**config.mk**
```make
export PLATFORM = sky130hd
export DESIGN_NAME = usr_status
export DESIGN_NICKNAME = d
export VERILOG_FILES = /design/src/design/usr_pkg.sv /design/src/design/usr_status.sv
export SDC_FILE = /design/constraint.sdc
export NUM_CORES = 1
export LEC_CHECK = 0
export ABC_AREA = 0
export BUFFER_PORTS_ARGS = -buffer_cell sky130_fd_sc_hd__clkbuf_2
export CORE_MARGIN = 2
export CORE_UTILIZATION = 30
export DETAILED_ROUTE_END_ITERATION = 6
export GPL_ROUTABILITY_DRIVEN = 0
export PLACE_DENSITY_LB_ADDON = 0.25
export SLEW_MARGIN = 20
export SYNTH_ARGS = -nofsm -noshare
export SYNTH_HDL_FRONTEND = slang
export SYNTH_SLANG_ARGS = --single-unit
```
**constraint.sdc**
```tcl
create_clock -name ref_clk_i -period 4.06 [get_ports ref_clk_i]
set_clock_uncertainty 0.2 [all_clocks]
set_input_delay 0 -clock ref_clk_i [delete_from_list [all_inputs] [get_ports ref_clk_i]]
set_output_delay 0 -clock ref_clk_i [all_outputs]
set_load 0.02 [all_outputs]
```
**src/design/usr_pkg.sv**
```systemverilog
// Package for the serial channel status reporting block
`default_nettype none
package usr_pkg;
   // Register byte addresses (Avalon word aligned)
   localparam logic [3:0] ADDR_DMA_INT_STATUS = 4'h0;
   localparam logic [3:0] ADDR_STATUS_CHANGE = 4'h4;
   localparam logic [3:0] ADDR_INT_CONTROL = 4'h8;
   localparam int ADDR_W = 4;
   // Field positions of the DMA/interrupt status register
   localparam int DIS_HEAD_BREAK = 15;
   localparam int DIS_RX_EMPTY = 14;
   localparam int DIS_FRAMING = 13;
   localparam int DIS_PARITY = 12;
   localparam int DIS_OVERRUN = 11;
   localparam int DIS_ERR_SUM = 10;
   localparam int DIS_TIMEOUT = 9;
   localparam int DIS_TX_REQ = 8;
   localparam int DIS_RX_REQ = 7;
   localparam int DIS_STAT_SUM = 6;
   localparam int DIS_COUNT_LSB = 0;
   localparam int COUNT_W = 5;
   // Field positions of the status change register
   localparam int SC_OVERRUN = 5;
   localparam int SC_CTS = 4;
   localparam int SC_BRK_PROG = 3;
   localparam int SC_TX_SPACE = 2;
   localparam int SC_TX_ALL = 1;
   localparam int SC_BRK_DET = 0;
   // Status select field width and receive FIFO depth
   localparam int SEL_W = 5;
   localparam int RX_DEPTH = 2;
   localparam logic [COUNT_W-1:0] COUNT_MAX = 5'h02;
   // Reset values
   localparam logic RST_ONE = 1'b1;
   localparam logic RST_ZERO = 1'b0;
   // One receive FIFO entry's per-character status
   typedef struct packed {
      logic brk;
      logic framing;
      logic parity;
      logic overrun;
   } usr_rx_stat_s;
endpackage : usr_pkg
`default_nettype wire

```
**src/design/usr_status.sv**
```systemverilog
// Status reporting logic for one serial channel
`default_nettype none
module usr_status (
   // Clock and reset
   input wire logic ref_clk_i,
   input wire logic rst_i,
   // Avalon-MM slave
   input wire logic [usr_pkg::ADDR_W-1:0] avs_address_i,
   input wire logic avs_read_i,
   input wire logic avs_write_i,
   input wire logic [31:0] avs_writedata_i,
   input wire logic [3:0] avs_byteenable_i,
   output logic [31:0] avs_readdata_o,
   output logic avs_waitrequest_o,
   // Receiver events (same clock)
   input wire logic rx_push_i,
   input wire usr_pkg::usr_rx_stat_s rx_push_stat_i,
   input wire logic rx_pop_i,
   input wire logic rx_timeout_i,
   input wire logic break_start_i,
   input wire logic break_active_i,
   // Transmitter status (same clock)
   input wire logic tx_space_i,
   input wire logic tx_all_empty_i,
   // Clear-to-send pin (asynchronous)
   input wire logic cts_pin_i,
   // Status outputs
   output logic exception_interrupt_o,
   output logic rx_pop_ok_o
);
   // -----------------------------------------------------------------
   // Receive FIFO status shadow
   // -----------------------------------------------------------------
   usr_pkg::usr_rx_stat_s stat_mem_r [usr_pkg::RX_DEPTH];
   logic rd_ptr_r;
   logic wr_ptr_r;
   logic [usr_pkg::COUNT_W-1:0] count_r;
   logic [usr_pkg::COUNT_W-1:0] count_nxt;
   wire logic do_pop = rx_pop_i && (count_r != '0);
   wire logic do_push = rx_push_i && ((count_r != usr_pkg::COUNT_MAX) || do_pop);
   wire logic lost_char = rx_push_i && !do_push;
   wire usr_pkg::usr_rx_stat_s head_stat = (count_r == '0) ? '0 : stat_mem_r[rd_ptr_r];
   wire logic rx_empty = (count_r == '0);
   assign rx_pop_ok_o = !rx_empty;

   // Occupancy count next value
   always_comb begin
      count_nxt = count_r;
      if (do_push && !do_pop) begin
         count_nxt = count_r + 5'h01;
      end else if (do_pop && !do_push) begin
         count_nxt = count_r - 5'h01;
      end
   end

   // Entry storage and pointers; reading data moves the head on
   always_ff @(posedge ref_clk_i) begin
      if (rst_i) begin
         rd_ptr_r <= 1'b0;
         wr_ptr_r <= 1'b0;
         count_r <= '0;
      end else begin
         if (do_push) begin
            stat_mem_r[wr_ptr_r] <= rx_push_stat_i;
            wr_ptr_r <= ~wr_ptr_r;
         end
         if (do_pop) begin
            rd_ptr_r <= ~rd_ptr_r;
         end
         count_r <= count_nxt;
      end
   end

   // -----------------------------------------------------------------
   // Clear-to-send synchroniser
   // -----------------------------------------------------------------
   logic cts_meta_r;
   logic cts_sync_r;
   logic cts_prev_r;
   always_ff @(posedge ref_clk_i) begin
      if (rst_i) begin
         cts_meta_r <= 1'b0;
         cts_sync_r <= 1'b0;
         cts_prev_r <= 1'b0;
      end else begin
         cts_meta_r <= cts_pin_i;
         cts_sync_r <= cts_meta_r;
         cts_prev_r <= cts_sync_r;
      end
   end
   wire logic cts_change = cts_sync_r ^ cts_prev_r;

   // -----------------------------------------------------------------
   // Bus decode
   // -----------------------------------------------------------------
   wire logic sel_dis = (avs_address_i == usr_pkg::ADDR_DMA_INT_STATUS);
   wire logic sel_sc = (avs_address_i == usr_pkg::ADDR_STATUS_CHANGE);
   wire logic sel_ic = (avs_address_i == usr_pkg::ADDR_INT_CONTROL);
   wire logic wr_dis = avs_write_i && sel_dis;
   wire logic wr_sc = avs_write_i && sel_sc;
   wire logic wr_ic = avs_write_i && sel_ic && avs_byteenable_i[0];
   wire logic lane1 = avs_byteenable_i[1];
   wire logic lane0 = avs_byteenable_i[0];
   // Writing 0 clears a sticky bit; writing 1 leaves it
   wire logic clr_err = wr_dis && lane1 && !avs_writedata_i[usr_pkg::DIS_ERR_SUM];
   wire logic clr_rx_timeout_flag = wr_dis && lane1 && !avs_writedata_i[usr_pkg::DIS_TIMEOUT];
   wire logic clr_stat = wr_dis && lane0 && !avs_writedata_i[usr_pkg::DIS_STAT_SUM];
   wire logic clr_ovr = wr_sc && lane0 && !avs_writedata_i[usr_pkg::SC_OVERRUN];
   wire logic clr_brk = wr_sc && lane0 && !avs_writedata_i[usr_pkg::SC_BRK_DET];

   // -----------------------------------------------------------------
   // Sticky flags (set wins over clear)
   // -----------------------------------------------------------------
   logic err_sum_r;
   logic rx_timeout_flag_r;
   logic stat_sum_r;
   logic sticky_ovr_r;
   logic sticky_brk_r;
   logic [usr_pkg::SEL_W-1:0] status_interrupt_select_r;
   logic tx_space_prev_r;
   logic tx_all_prev_r;
   logic brk_prev_r;
   // Any framing, parity or overrun error, reported or caused here, sets the summary
   wire logic push_err = rx_push_stat_i.framing || rx_push_stat_i.parity || rx_push_stat_i.overrun;
   wire logic any_err = (do_push && push_err) || lost_char;
   // Selected status changes: overrun, CTS edge, break, tx space, all sent
   wire logic [usr_pkg::SEL_W-1:0] stat_events = {
      lost_char,
      cts_change,
      break_start_i,
      tx_space_i && !tx_space_prev_r,
      tx_all_empty_i && !tx_all_prev_r
   };
   wire logic stat_hit = |(stat_events & status_interrupt_select_r);

   always_ff @(posedge ref_clk_i) begin
      if (rst_i) begin
         err_sum_r <= usr_pkg::RST_ZERO;
         rx_timeout_flag_r <= usr_pkg::RST_ZERO;
         stat_sum_r <= usr_pkg::RST_ZERO;
         sticky_ovr_r <= usr_pkg::RST_ZERO;
         sticky_brk_r <= usr_pkg::RST_ZERO;
         status_interrupt_select_r <= '0;
         tx_space_prev_r <= usr_pkg::RST_ONE;
         tx_all_prev_r <= usr_pkg::RST_ONE;
         brk_prev_r <= usr_pkg::RST_ZERO;
      end else begin
         err_sum_r <= any_err | (err_sum_r & ~clr_err);
         rx_timeout_flag_r <= rx_timeout_i | (rx_timeout_flag_r & ~clr_rx_timeout_flag);
         stat_sum_r <= stat_hit | (stat_sum_r & ~clr_stat);
         sticky_ovr_r <= lost_char | (sticky_ovr_r & ~clr_ovr);
         sticky_brk_r <= break_start_i | (sticky_brk_r & ~clr_brk);
         if (wr_ic) begin
            status_interrupt_select_r <= avs_writedata_i[usr_pkg::SEL_W-1:0];
         end
         tx_space_prev_r <= tx_space_i;
         tx_all_prev_r <= tx_all_empty_i;
         brk_prev_r <= break_active_i;
      end
   end
   assign exception_interrupt_o = stat_sum_r;

   // -----------------------------------------------------------------
   // Read data assembly; reserved bits read zero
   // -----------------------------------------------------------------
   logic [31:0] dis_word;
   logic [31:0] sc_word;
   logic [31:0] rd_mux;
   always_comb begin
      dis_word = '0;
      dis_word[usr_pkg::DIS_HEAD_BREAK] = head_stat.brk;
      dis_word[usr_pkg::DIS_RX_EMPTY] = rx_empty;
      dis_word[usr_pkg::DIS_FRAMING] = head_stat.framing;
      dis_word[usr_pkg::DIS_PARITY] = head_stat.parity;
      dis_word[usr_pkg::DIS_OVERRUN] = head_stat.overrun;
      dis_word[usr_pkg::DIS_ERR_SUM] = err_sum_r;
      dis_word[usr_pkg::DIS_TIMEOUT] = rx_timeout_flag_r;
      dis_word[usr_pkg::DIS_TX_REQ] = tx_space_i;
      dis_word[usr_pkg::DIS_RX_REQ] = !rx_empty;
      dis_word[usr_pkg::DIS_STAT_SUM] = stat_sum_r;
      dis_word[usr_pkg::DIS_COUNT_LSB +: usr_pkg::COUNT_W] = count_r;
      sc_word = '0;
      sc_word[usr_pkg::SC_OVERRUN] = sticky_ovr_r;
      sc_word[usr_pkg::SC_CTS] = cts_sync_r;
      sc_word[usr_pkg::SC_BRK_PROG] = break_active_i;
      sc_word[usr_pkg::SC_TX_SPACE] = tx_space_i;
      sc_word[usr_pkg::SC_TX_ALL] = tx_all_empty_i;
      sc_word[usr_pkg::SC_BRK_DET] = sticky_brk_r;
      rd_mux = '0;
      if (sel_dis) begin
         rd_mux = dis_word;
      end else if (sel_sc) begin
         rd_mux = sc_word;
      end else if (sel_ic) begin
         rd_mux = {27'h0000000, status_interrupt_select_r};
      end
   end

   // Registered read answer; waitrequest drops one cycle after request
   logic ack_r;
   logic [31:0] rdata_r;
   always_ff @(posedge ref_clk_i) begin
      if (rst_i) begin
         ack_r <= 1'b0;
         rdata_r <= '0;
      end else begin
         ack_r <= (avs_read_i || avs_write_i) && !ack_r;
         rdata_r <= rd_mux;
      end
   end
   assign avs_waitrequest_o = (avs_read_i || avs_write_i) && !ack_r;
   assign avs_readdata_o = rdata_r;

   // -----------------------------------------------------------------
   // Assertions
   // -----------------------------------------------------------------
   a_timeout_sets: assert property (@(posedge ref_clk_i) disable iff (rst_i)
      rx_timeout_i |=> rx_timeout_flag_r) else $error("timeout flag not set");
   a_err_set: assert property (@(posedge ref_clk_i) disable iff (rst_i)
      lost_char |=> err_sum_r && sticky_ovr_r) else $error("overrun flags not set");
   a_err_clear: assert property (@(posedge ref_clk_i) disable iff (rst_i)
      clr_err && !any_err |=> !err_sum_r) else $error("error summary not cleared");
   a_brk_sticky: assert property (@(posedge ref_clk_i) disable iff (rst_i)
      sticky_brk_r && !clr_brk |=> sticky_brk_r) else $error("break detect lost");
   a_brk_set: assert property (@(posedge ref_clk_i) disable iff (rst_i)
      break_start_i |=> sticky_brk_r) else $error("break detect not set");
   a_count_bound: assert property (@(posedge ref_clk_i) disable iff (rst_i)
      count_r <= usr_pkg::COUNT_MAX) else $error("count out of range");
   a_count_push: assert property (@(posedge ref_clk_i) disable iff (rst_i)
      do_push && !do_pop |=> count_r == $past(count_r) + 5'h01) else $error("count not raised");
   a_empty_flag: assert property (@(posedge ref_clk_i) disable iff (rst_i)
      dis_word[usr_pkg::DIS_RX_EMPTY] != dis_word[usr_pkg::DIS_RX_REQ]) else $error("empty and valid agree");
   a_stat_raise: assert property (@(posedge ref_clk_i) disable iff (rst_i)
      stat_hit |=> exception_interrupt_o) else $error("status change missed");
   a_cts_delay: assert property (@(posedge ref_clk_i) disable iff (rst_i)
      $rose(cts_sync_r) |-> $past(cts_pin_i, 2)) else $error("cts level wrong");
   a_count_pop: assert property (@(posedge ref_clk_i) disable iff (rst_i)
      do_pop && !do_push |=> count_r == $past(count_r) - 5'h01) else $error("count not lowered");
   a_rx_timeout_flag_clear: assert property (@(posedge ref_clk_i) disable iff (rst_i)
      clr_rx_timeout_flag && !rx_timeout_i |=> !rx_timeout_flag_r) else $error("timeout flag not cleared");
   a_ovr_clear: assert property (@(posedge ref_clk_i) disable iff (rst_i)
      clr_ovr && !lost_char |=> !sticky_ovr_r) else $error("overrun flag not cleared");
   a_stat_clear: assert property (@(posedge ref_clk_i) disable iff (rst_i)
      clr_stat && !stat_hit |=> !stat_sum_r) else $error("summary not cleared");
endmodule : usr_status
`default_nettype wire

```
==> flow_summary_export.csv, run 1 <==
group,metric,value,unit
timing,max_freq,328,MHz
synthesis,synth-xor-area-share,0.0214,
clock_network,cts.clk_slew.worst_paths,0.09,ns
floorplan,fp.dieW,86.6,um
routing,final_antenna_net_count,0,
routing,drt-met1-wl,1910,um
routing,vias_per_cell,4.33,
timing,final-hold-violation-count,0,
routing,dr.pass1.iters,4,
grt,grt_usage,0.107,
final_layout,area_growth,31.1,%
routing,wl_met3,214,um
synthesis,yosys.area.top_type_share,0.392,
final_layout,drive_gt1_frac,0.240,
worst_hold_path,hold_class,"input port to flop",
synthesis,synth_top_area_cell,"dfxtp_1",
timing,worst_slack,1.01,ns
synthesis,synth-simple-area-share,0.188,
clock_network,clk_latency,0.30,ns
timing,holdWs,0.0106,ns
outcome,status,"complete, no violations",
timing,slew_violations,0,
job,cap_viol_max_count,0,
routing,drt_iter0_markers,41,
synthesis,ys_types,43,
synthesis,synth_top_family_by_area,"simple AND/OR/NAND/NOR gates",
timing,worstMarginPinSlew,0.633,ns
setup_path,startpoint_type,"flop",
clock_network,clock_sinks,48,
setup_path,crit_chain,"or4_4 > o21ai_4 > inv_1 > ha_1 > inv_1 > ha_1 > a21oi_1 > a211oi_1 > a31oi_1 > mux2_2",
clock_network,root_buffer,"clkbuf_8",
clock_network,cts_buffers,5,
clock_network,cts_max_path_buffers,2,
timing,fin_crit_sh,0.750,
setup_path,critPathSlowestCell,"or4_4",
synthesis,synthTopCellsByArea,"dfxtp_1 (39%), edfxtp_1 (12%), mux2i_1 (7.3%), nor2_1 (6.4%), buf_4 (6.2%)",
synthesis,synth.area.mux_share,0.0789,
timing,layout_min_cycle_time,3.05,ns
timing,setup_tns,0,ns
synthesis,yosys_warnings,0,
synthesis,synth_seq_cells,48,
routing,dr_wl_met2,1880,um
synthesis,synthAdderAreaFrac,0.0343,
synthesis,async_flop_share,0,
placed_design,dp_worst_setup_slack,1.01,ns
floorplan,num_io_pins,91,
final_layout,fin_nets,339,
synthesis,synth_common_cells,"dfxtp_1 (40), nor2_1 (35), buf_4 (17)",
floorplan,num_rows,30,
synthesis,syn_area_per_cell,10.2,um2
final_layout,fin_cells,359,
timing,worst_slew_margin_rel,0.577,
grt,grt_overflow_total,0,
clock_network,cts_resized,0,
timing,setup_viol,0,
placed_design,io_buffers,49,
setup_path,cp_max_fo,5,
synthesis,synth_most_common_cell,"dfxtp_1",
placed_design,dpl_cell_area,2290,um2
clock_network,cts_tree,"done",
grt,antenna_found_initial,0,
setup_path,max_stage_delay,0.61,ns
clock_network,cts_hold_buf,30,
power_and_ir_drop,leakage,1.21,nW
clock_network,cts_max_level,2,
setup_path,crit_arrival,3.05,ns
clock_network,cts_setup_buffers,0,
power_and_ir_drop,ir_worst_vdd,0.140,mV
routing,post_drt_wl_per_cell,11.3,um
final_layout,diodes,0,
routing,num_vias,1553,
floorplan,die_h,86.6,um
synthesis,netlist_instances,201,
setup_path,worstPathRequired,4.06,ns
setup_path,worst-setup-path-type,"flop to flop",
placed_design,dp_cells,321,
grt,grt_pass1_wl,6210,um
routing,drt_wl_total,4050,um
floorplan,initial_core_util,0.306,
grt,grt_pass1_vias,1365,
placed_design,hpwl,2900,um
synthesis,synth-edff-count,8,
synthesis,yosysSeqAreaShare,0.509,
routing,drc_errors,0,
floorplan,die_area,7490,um2
synthesis,synthFlopType,"dfxtp_1",
routing,top_layer,"met4",
grt,grt_max_degree,31,
power_and_ir_drop,power_per_cell_area,447,nW/um2
setup_path,end_kind,"flop",
timing,rsz0062_at_grt,"no",
synthesis,synthesis.area,2040,um2
final_layout,fin_area,2680,um2
floorplan,core,6680,um2
synthesis,synth_compound_area_frac,0.0814,
-- per-stage QoR --
step	total power [W]	utilization
final	0.00120	0.401
after global routing	0.00128	0.401
after CTS	0.00121	0.401
after detailed placement	0.000906	0.343
after global placement	0.000903	0.343
after floorplan	0.000848	-
-- cell families after synthesis --
group,Yosys count
compound gates,25
xor+xnor,5
mux,16
buf+inv,29
other cells,1
fa+ha+maj,5
simple gates,72
flops,48
-- report_power, final --
part	internal, W	switching (W)
sequential	0.000529	0.0000436
clock	0.000123	0.000161
combinational	0.000163	0.000179
total	0.000815	0.000383
-- worst paths after layout --
| check | startpoint | end | slack, ns | depth (start not counted) |
|---|---|---|---|---|
| worst max-delay path | count_r[0] | count_r[4] | 1.01 | 10 |
| worst min-delay path | avs_byteenable_i[0] | status_interrupt_select_r[3] | 0.01 | 4 |
| worst max register to register | count_r[0] | count_r[4] | 1.01 | 10 |
| worst min register to register | ack_r | ack_r | 0.22 | 1 |
-- state kept, by name (all words and copies together), names as in the netlist, 5 cells and up, named ones only --
signal,flops
avs_readdata_o,16
stat_mem_r,8
count_r,5
status_interrupt_select_r,5
-- final cells by class --
cell class | count | area [um2]
Fill cell | 673 | 4000
Sequential cell | 48 | 1040
Multi-Input combinational cell | 139 | 886
Timing Repair Buffer | 79 | 546
Tap cell | 80 | 100
Clock buffer | 6 | 72.6
Inverter | 5 | 18.8
Clock inverter | 2 | 16.3
-- critical path: cells and delay by family (launching register included) --
kind	cells	cell delay [ns]
AND/OR/NAND/NOR	1	0.61
buffers and inverters	2	0.22
adder cells (fa/ha/maj)	2	0.49
AO/OA/AOI/OAI	4	0.71
flip-flops	1	0.38
multiplexers	1	0.35
-- placed cells by master (no fill, tap or decap), types with 2 or more instances in the layout --
| master | count |
|---|---|
| o21ai_0 | 4 |
| or2_2 | 2 |
| o21ai_4 | 2 |
| nor2_1 | 35 |
| inv_1 | 5 |
| dlygate4sd3_1 | 30 |
| and2_1 | 4 |
| nor2b_1 | 7 |
| clkbuf_2 | 49 |
| edfxtp_1 | 8 |
| nand4_1 | 3 |
| nand2_1 | 4 |
| ha_1 | 4 |
| a31oi_1 | 2 |
| mux2i_1 | 15 |
| a21oi_1 | 12 |
| xor2_1 | 4 |
| dfxtp_1 | 40 |
| conb_1 | 16 |
| nor3_1 | 3 |
| clkbuf_8 | 5 |
| or3_1 | 2 |
-- metal layers --
| layer | vias to the layer above | GRT usage |
|---|---|---|
| met4 | 0 | 0.0511 |
| met5 | - | 0 |
| met3 | 5 | 0.0276 |
| met2 | 45 | 0.171 |
| met1 | 702 | 0.135 |
| li1 | 801 | - |
Note: power is estimated with default switching activity, not from simulation.
==> run 2: changes to the inputs <==
--- a/config.mk
+++ b/config.mk
@@ -5,7 +5,7 @@
 export SDC_FILE = /design/constraint.sdc
 export NUM_CORES = 1
 export LEC_CHECK = 0
-export ABC_AREA = 0
+export ABC_AREA = 1
 export BUFFER_PORTS_ARGS = -buffer_cell sky130_fd_sc_hd__clkbuf_2
 export CORE_MARGIN = 2
 export CORE_UTILIZATION = 30
==> constraint.sdc (replaced) <==
create_clock -name ref_clk_i -period 2.67 [get_ports ref_clk_i]
set_clock_uncertainty 0.2 [all_clocks]
set_input_delay 0 -clock ref_clk_i [delete_from_list [all_inputs] [get_ports ref_clk_i]]
set_output_delay 0 -clock ref_clk_i [all_outputs]
set_load 0.02 [all_outputs]
==> run 2 against run 1 <==
  * First-iteration DRC count is 2.4% lower
  * Critical path depth did not move
  * Die area rose by 2.4%
  * Combinational power is 80% higher
  * Utilization rose by 3.4 points
  * Sequential share of layout area is 3.6 points lower
  * Synthesized cell count grew 29%
  * Sequential power rose by 51%
  * Largest power group unchanged
==> flow_summary_export.csv, run 2 <==
group,metric,value,unit
clock_network,root_buffer,"clkbuf_8",
power_and_ir_drop,leakage,1.40,nW
timing,rsz0062_at_grt,"no",
setup_path,worst-r2r-setup-slack,0.31,ns
synthesis,yosysSeqAreaShare,0.497,
clock_network,cts_resized,0,
routing,post_drt_wl_per_cell,10.4,um
routing,drt_iter0_markers,40,
final_layout,final_common_cell,"clkbuf_2",
timing,layout_min_cycle_time,2.51,ns
grt,antenna_found_initial,0,
routing,num_vias,1801,
grt,grt_usage,0.123,
synthesis,async_flop_share,0,
routing,final_antenna_net_count,0,
synthesis,yosys_warnings,0,
grt,grt_overflow_total,0,
power_and_ir_drop,power_frac_seq,0.393,
power_and_ir_drop,p_sw_frac,0.308,
synthesis,synth-edff-count,8,
grt,grt_pass1_wl,7450,um
final_layout,drive_gt1_frac,0.195,
timing,worst_slack,0.161,ns
floorplan,die_area,7670,um2
synthesis,synth_top_area_cell,"dfxtp_1",
setup_path,reg2regPathDepth,12,
clock_network,cts_max_path_buffers,2,
final_layout,diodes,0,
setup_path,worstPathRequired,2.66,ns
setup_path,end_kind,"flop",
timing,max_freq,399,MHz
power_and_ir_drop,power_per_cell_area,741,nW/um2
synthesis,synthFlopType,"dfxtp_1",
outcome,status,"complete, no violations",
placed_design,io_buffers,49,
synthesis,syn_area_per_cell,8.06,um2
synthesis,synthesis.area,2100,um2
clock_network,clk_latency,0.30,ns
routing,drc_errors,0,
floorplan,fp.dieW,87.6,um
routing,dr.pass1.iters,4,
worst_hold_path,whs_endpoint,"avs_readdata_o[4]",
final_layout,area_growth,41.0,%
final_layout,fin_nets,414,
power_and_ir_drop,power_frac_comb,0.280,
timing,holdWs,0.0217,ns
power_and_ir_drop,intPower,0.00152,W
floorplan,num_rows,30,
clock_network,cts_tree,"done",
routing,vias_per_cell,4.00,
routing,drt_wl_total,4680,um
setup_path,crit_arrival,2.50,ns
floorplan,initial_core_util,0.308,
power_and_ir_drop,clockPowerShare,0.327,
setup_path,worst-setup-path-type,"input port to flop",
grt,grt_max_degree,18,
job,cap_viol_max_count,0,
synthesis,synth_common_cells,"nand2_1 (47), inv_1 (43), dfxtp_1 (40)",
synthesis,synth_seq_cells,48,
final_layout,final_cell_mix,"clkbuf_2 (49), nand2_1 (47), inv_1 (43), dlygate4sd3_1 (42), dfxtp_1 (40)",
setup_path,startpoint_type,"input port",
placed_design,hpwl,3230,um
clock_network,cts_setup_buffers,0,
timing,slew_violations,0,
timing,worst_slew_margin_rel,0.628,
clock_network,cts.clk_slew.worst_paths,0.09,ns
clock_network,cts_max_level,2,
synthesis,netlist_instances,260,
timing,fin_crit_sh,0.940,
grt,grt_pass1_vias,1734,
timing,setup_tns,0,ns
timing,setup_viol,0,
synthesis,synthTopCellsByArea,"dfxtp_1 (38%), edfxtp_1 (11%), nand2_1 (8.4%), inv_1 (7.7%), buf_4 (6.1%)",
power_and_ir_drop,netSwitchingPower,0.000675,W
worst_hold_path,hold_depth,6,
setup_path,rr_endpoint,"count_r[4]",
placed_design,dp_worst_setup_slack,0.292,ns
power_and_ir_drop,ir_worst_vdd,0.291,mV
final_layout,fillers,673,
timing,final-hold-violation-count,0,
clock_network,cts_buffers,5,
worst_hold_path,hold_class,"input port to flop",
setup_path,cp_max_fo,7,
timing,worstMarginPinSlew,0.554,ns
synthesis,yosys.area.top_type_share,0.382,
final_layout,largest_reg_flops,16,
setup_path,reg2reg_from,"count_r[2]",
floorplan,die_h,87.6,um
synthesis,synth_most_common_cell,"nand2_1",
floorplan,num_io_pins,91,
clock_network,clock_sinks,48,
worst_hold_path,worstHoldStart,"avs_address_i[1]",
floorplan,core,6790,um2
synthesis,ys_types,24,
-- run 2: worst max-delay path by stage --
stage / cells past startpoint / from / slack (ns) / end
after floorplan: 12 / count_r[2] / 0.42 / count_r[3]
after global placement: 12 / count_r[2] / 0.33 / count_r[3]
after CTS: 10 / avs_address_i[3] / 0.16 / sticky_ovr_r
final: 10 / avs_address_i[3] / 0.16 / sticky_ovr_r
after detailed placement: 12 / count_r[2] / 0.29 / count_r[3]
after global routing: 10 / avs_address_i[2] / 0.05 / rx_timeout_flag_r
-- run 2: through the flow --
step	utilization	instance area, um2	instances	total power, W
CTS	0.435	2960	450	0.00221
finish	0.435	2960	450	0.00219
global route	0.435	2960	450	0.00234
floorplan	-	2150	275	0.00133
detailed placement	0.350	2380	400	0.00145
global placement	0.350	2380	400	0.00144
-- run 2: routing by layer --
| metal | vias to the layer above | GRT usage | wire length, um |
|---|---|---|---|
| met4 | 0 | 0.0378 | 38 |
| li1 | 962 | - | - |
| met3 | 2 | 0.0320 | 231 |
| met5 | - | 0 | 0 |
| met1 | 781 | 0.152 | 2220 |
| met2 | 56 | 0.211 | 2190 |
-- run 2: worst max-delay path, cell delays in order --
cell and delay [ns]:
dlygate4sd3_1 0.54, clkbuf_2 0.11, inv_1 0.08, nand3_2 0.16
nor2_1 0.22, nand2_1 0.07, dlygate4sd3_1 0.56, a21oi_1 0.14
nor2_1 0.05, dlygate4sd3_1 0.56
-- run 2: logic make-up after synthesis --
family / after synthesis / share of synthesized area
AOI/OAI and AO/OA: 43 / 0.107
xor gates and xnor gates: 3 / 0.0125
adders and majority gates: 5 / 0.0334
buffers and inverters: 64 / 0.146
DFF: 48 / 0.497
other: 1 / 0.00179
and+or+nand+nor: 96 / 0.202
-- run 2: layout make-up --
type / count / area [um2] / share of cell area
clock inverter: 3 / 90.1 / 0.0305
inverter: 44 / 165 / 0.0559
clock buffer: 5 / 68.8 / 0.0233
multi-input combinational: 163 / 805 / 0.272
timing repair buffer: 91 / 666 / 0.225
sequential: 48 / 1040 / 0.352
tap: 96 / 120 / 0.0406
-- run 2: power by group through the flow --
| stage | clock network, W | logic, W | registers (W) |
|---|---|---|---|
| after floorplan | 0 | 0.000462 | 0.000871 |
| after global placement | 0 | 0.000562 | 0.000877 |
| after detailed placement | 0 | 0.000572 | 0.000878 |
| after CTS | 0.000731 | 0.000622 | 0.000861 |
| after global routing | 0.000763 | 0.000703 | 0.000872 |
| final | 0.000716 | 0.000614 | 0.000861 |
-- run 2: timing repair --
item / CTS / global route
hold endpoints to repair: 37 / 0
hold buffers: 42 / 0
endpoints found under the setup margin: 0 / 0
==> run 3: changes to the inputs <==
--- a/config.mk
+++ b/config.mk
@@ -5,12 +5,11 @@
 export SDC_FILE = /design/constraint.sdc
 export NUM_CORES = 1
 export LEC_CHECK = 0
-export ABC_AREA = 1
+export ABC_AREA = 0
 export BUFFER_PORTS_ARGS = -buffer_cell sky130_fd_sc_hd__clkbuf_2
 export CORE_MARGIN = 2
 export CORE_UTILIZATION = 30
 export DETAILED_ROUTE_END_ITERATION = 6
-export GPL_ROUTABILITY_DRIVEN = 0
 export PLACE_DENSITY_LB_ADDON = 0.25
 export SLEW_MARGIN = 20
 export SYNTH_ARGS = -nofsm -noshare
==> run 3 against run 2 <==
  * Register-to-register slack got worse by 0.30 ns
  * Fmax shrank 5.5%
  * Critical path type is now flop to flop
  * Combinational power is 24% higher
  * Utilization decreased by 0.091 points
==> flow_summary_export.csv, run 3 (synthesis results as in run 1) <==
group,metric,value,unit
outcome,status,"complete, no violations",
floorplan,initial_core_util,0.306,
timing,rsz0062_at_grt,"yes",
routing,dr.pass1.iters,4,
timing,max_freq,376,MHz
grt,grt_usage,0.120,
routing,drt_iter0_markers,74,
timing,final-hold-violation-count,0,
placed_design,io_buffers,49,
power_and_ir_drop,power_frac_seq,0.410,
placed_design,hpwl,3140,um
final_layout,largest_reg_flops,16,
power_and_ir_drop,netSwitchingPower,0.000652,W
setup_path,startpoint_type,"flop",
floorplan,core,6680,um2
setup_path,startpoint,"count_r[4]",
placed_design,dp_worst_setup_slack,-0.0491,ns
grt,grt_pass1_wl,6990,um
clock_network,clock_sinks,48,
clock_network,clk_latency,0.30,ns
final_layout,fillers,662,
grt,grt_overflow_total,0,
timing,layout_min_cycle_time,2.66,ns
power_and_ir_drop,clockPowerShare,0.221,
final_layout,fin_nets,356,
clock_network,cts_max_level,2,
final_layout,diodes,0,
final_layout,area_growth,41.9,%
floorplan,fp.dieW,86.6,um
power_and_ir_drop,intPower,0.00141,W
timing,fin_crit_sh,0.995,
final_layout,final_cell_mix,"clkbuf_2 (49), dfxtp_1 (39), nor2_1 (35), dlygate4sd3_1 (34), conb_1 (16)",
timing,worst_slack,0.0139,ns
grt,grt_pass1_vias,1540,
timing,worst_slew_margin_rel,0.605,
power_and_ir_drop,power,0.00206,W
clock_network,root_buffer,"clkbuf_8",
routing,drt_wl_total,4390,um
placed_design,gp_congestion,0.741,
final_layout,multi_input_area,955,um2
timing,worstMarginPinSlew,0.592,ns
final_layout,final_common_cell,"clkbuf_2",
power_and_ir_drop,power_per_cell_area,711,nW/um2
power_and_ir_drop,leakage,1.31,nW
final_layout,fin_util,0.434,
final_layout,regArea,1040,um2
final_layout,drive_gt1_frac,0.311,
setup_path,worstPathRequired,2.67,ns
setup_path,cp_max_fo,5,
floorplan,die_area,7490,um2
timing,setup_viol,0,
clock_network,cts_max_path_buffers,2,
clock_network,cts_tree,"done",
setup_path,crit_arrival,2.65,ns
floorplan,num_io_pins,91,
routing,vias_per_cell,4.35,
grt,grt_max_degree,22,
setup_path,reg2reg_from,"count_r[4]",
setup_path,end_kind,"flop",
power_and_ir_drop,ir_worst_vdd,0.244,mV
power_and_ir_drop,power_frac_comb,0.369,
worst_hold_path,worstHoldStart,"avs_write_i",
routing,final_antenna_net_count,0,
job,cap_viol_max_count,0,
clock_network,cts_buffers,5,
worst_hold_path,hold_class,"input port to flop",
timing,slew_violations,0,
floorplan,die_h,86.6,um
routing,post_drt_wl_per_cell,11.7,um
routing,num_vias,1635,
floorplan,num_rows,30,
grt,antenna_found_initial,0,
power_and_ir_drop,p_sw_frac,0.316,
clock_network,cts.clk_slew.worst_paths,0.09,ns
routing,drc_errors,0,
setup_path,worst-setup-path-type,"flop to flop",
run 3: final timing paths:
kind	slack, ns	cells past startpoint	to
max	0.01	9	count_r[4]
min	0.03	4	status_interrupt_select_r[4]
max reg2reg	0.01	9	count_r[4]
min reg2reg	0.22	1	ack_r
run 3: layout make-up:
cell class                 instances  area share
clock inverter                     2     0.00475
sequential                        48       0.359
clock buffer                       6      0.0285
inverter                           5     0.00820
tap                               80      0.0345
multi-input combinational        139       0.329
timing repair buffer              96       0.236
run 3: power by group through the flow:
stage | registers (W) | logic [W] | clock network (W)
floorplan | 0.000871 | 0.000445 | 0
global placement | 0.000859 | 0.000632 | 0
detailed placement | 0.000861 | 0.000638 | 0
CTS | 0.000844 | 0.000709 | 0.000472
global route | 0.000852 | 0.000835 | 0.000497
finish | 0.000845 | 0.000761 | 0.000456
run 3: through the flow:
| stage | hold WS, ns | instances | setup TNS [ns] | area [um2] |
|---|---|---|---|---|
| 6_report | 0.0340 | 376 | 0 | 2900 |
| 5_1_grt | 0.0494 | 376 | -0.0537 | 2900 |
| 4_1_cts | 0.0266 | 375 | 0 | 2860 |
| 3_5_place_dp | -0.00309 | 332 | -0.0534 | 2400 |
| 3_3_place_gp | -0.00601 | 332 | -0.0300 | 2400 |
| 2_1_floorplan | -0.101 | 216 | 0 | 2130 |
run 3: timing repair:
| action | 4_1_cts | 5_1_grt |
|---|---|---|
| pin swaps | 3 | 8 |
| hold buffers | 34 | 0 |
| endpoints found under the setup margin | 2 | 2 |
| cloned | 0 | 0 |
| resized for setup | 4 | 6 |
| hold endpoints to repair | 31 | 0 |
| buffers inserted | 1 | 1 |
run 3: routing by layer:
layer  track usage  wire length, um
met5             0                0
met1         0.150             2080
met3        0.0286              238
met4        0.0469               72
met2         0.199             2010
run 3: worst max-delay path, stage by stage (launching register included):
cell	delay, ns
dfxtp_2	0.33
or4_4	0.57
o21ai_4	0.18
ha_4	0.18
inv_6	0.05
fa_2	0.34
nand3_2	0.10
a211oi_1	0.07
a31oi_1	0.18
mux2_2	0.35
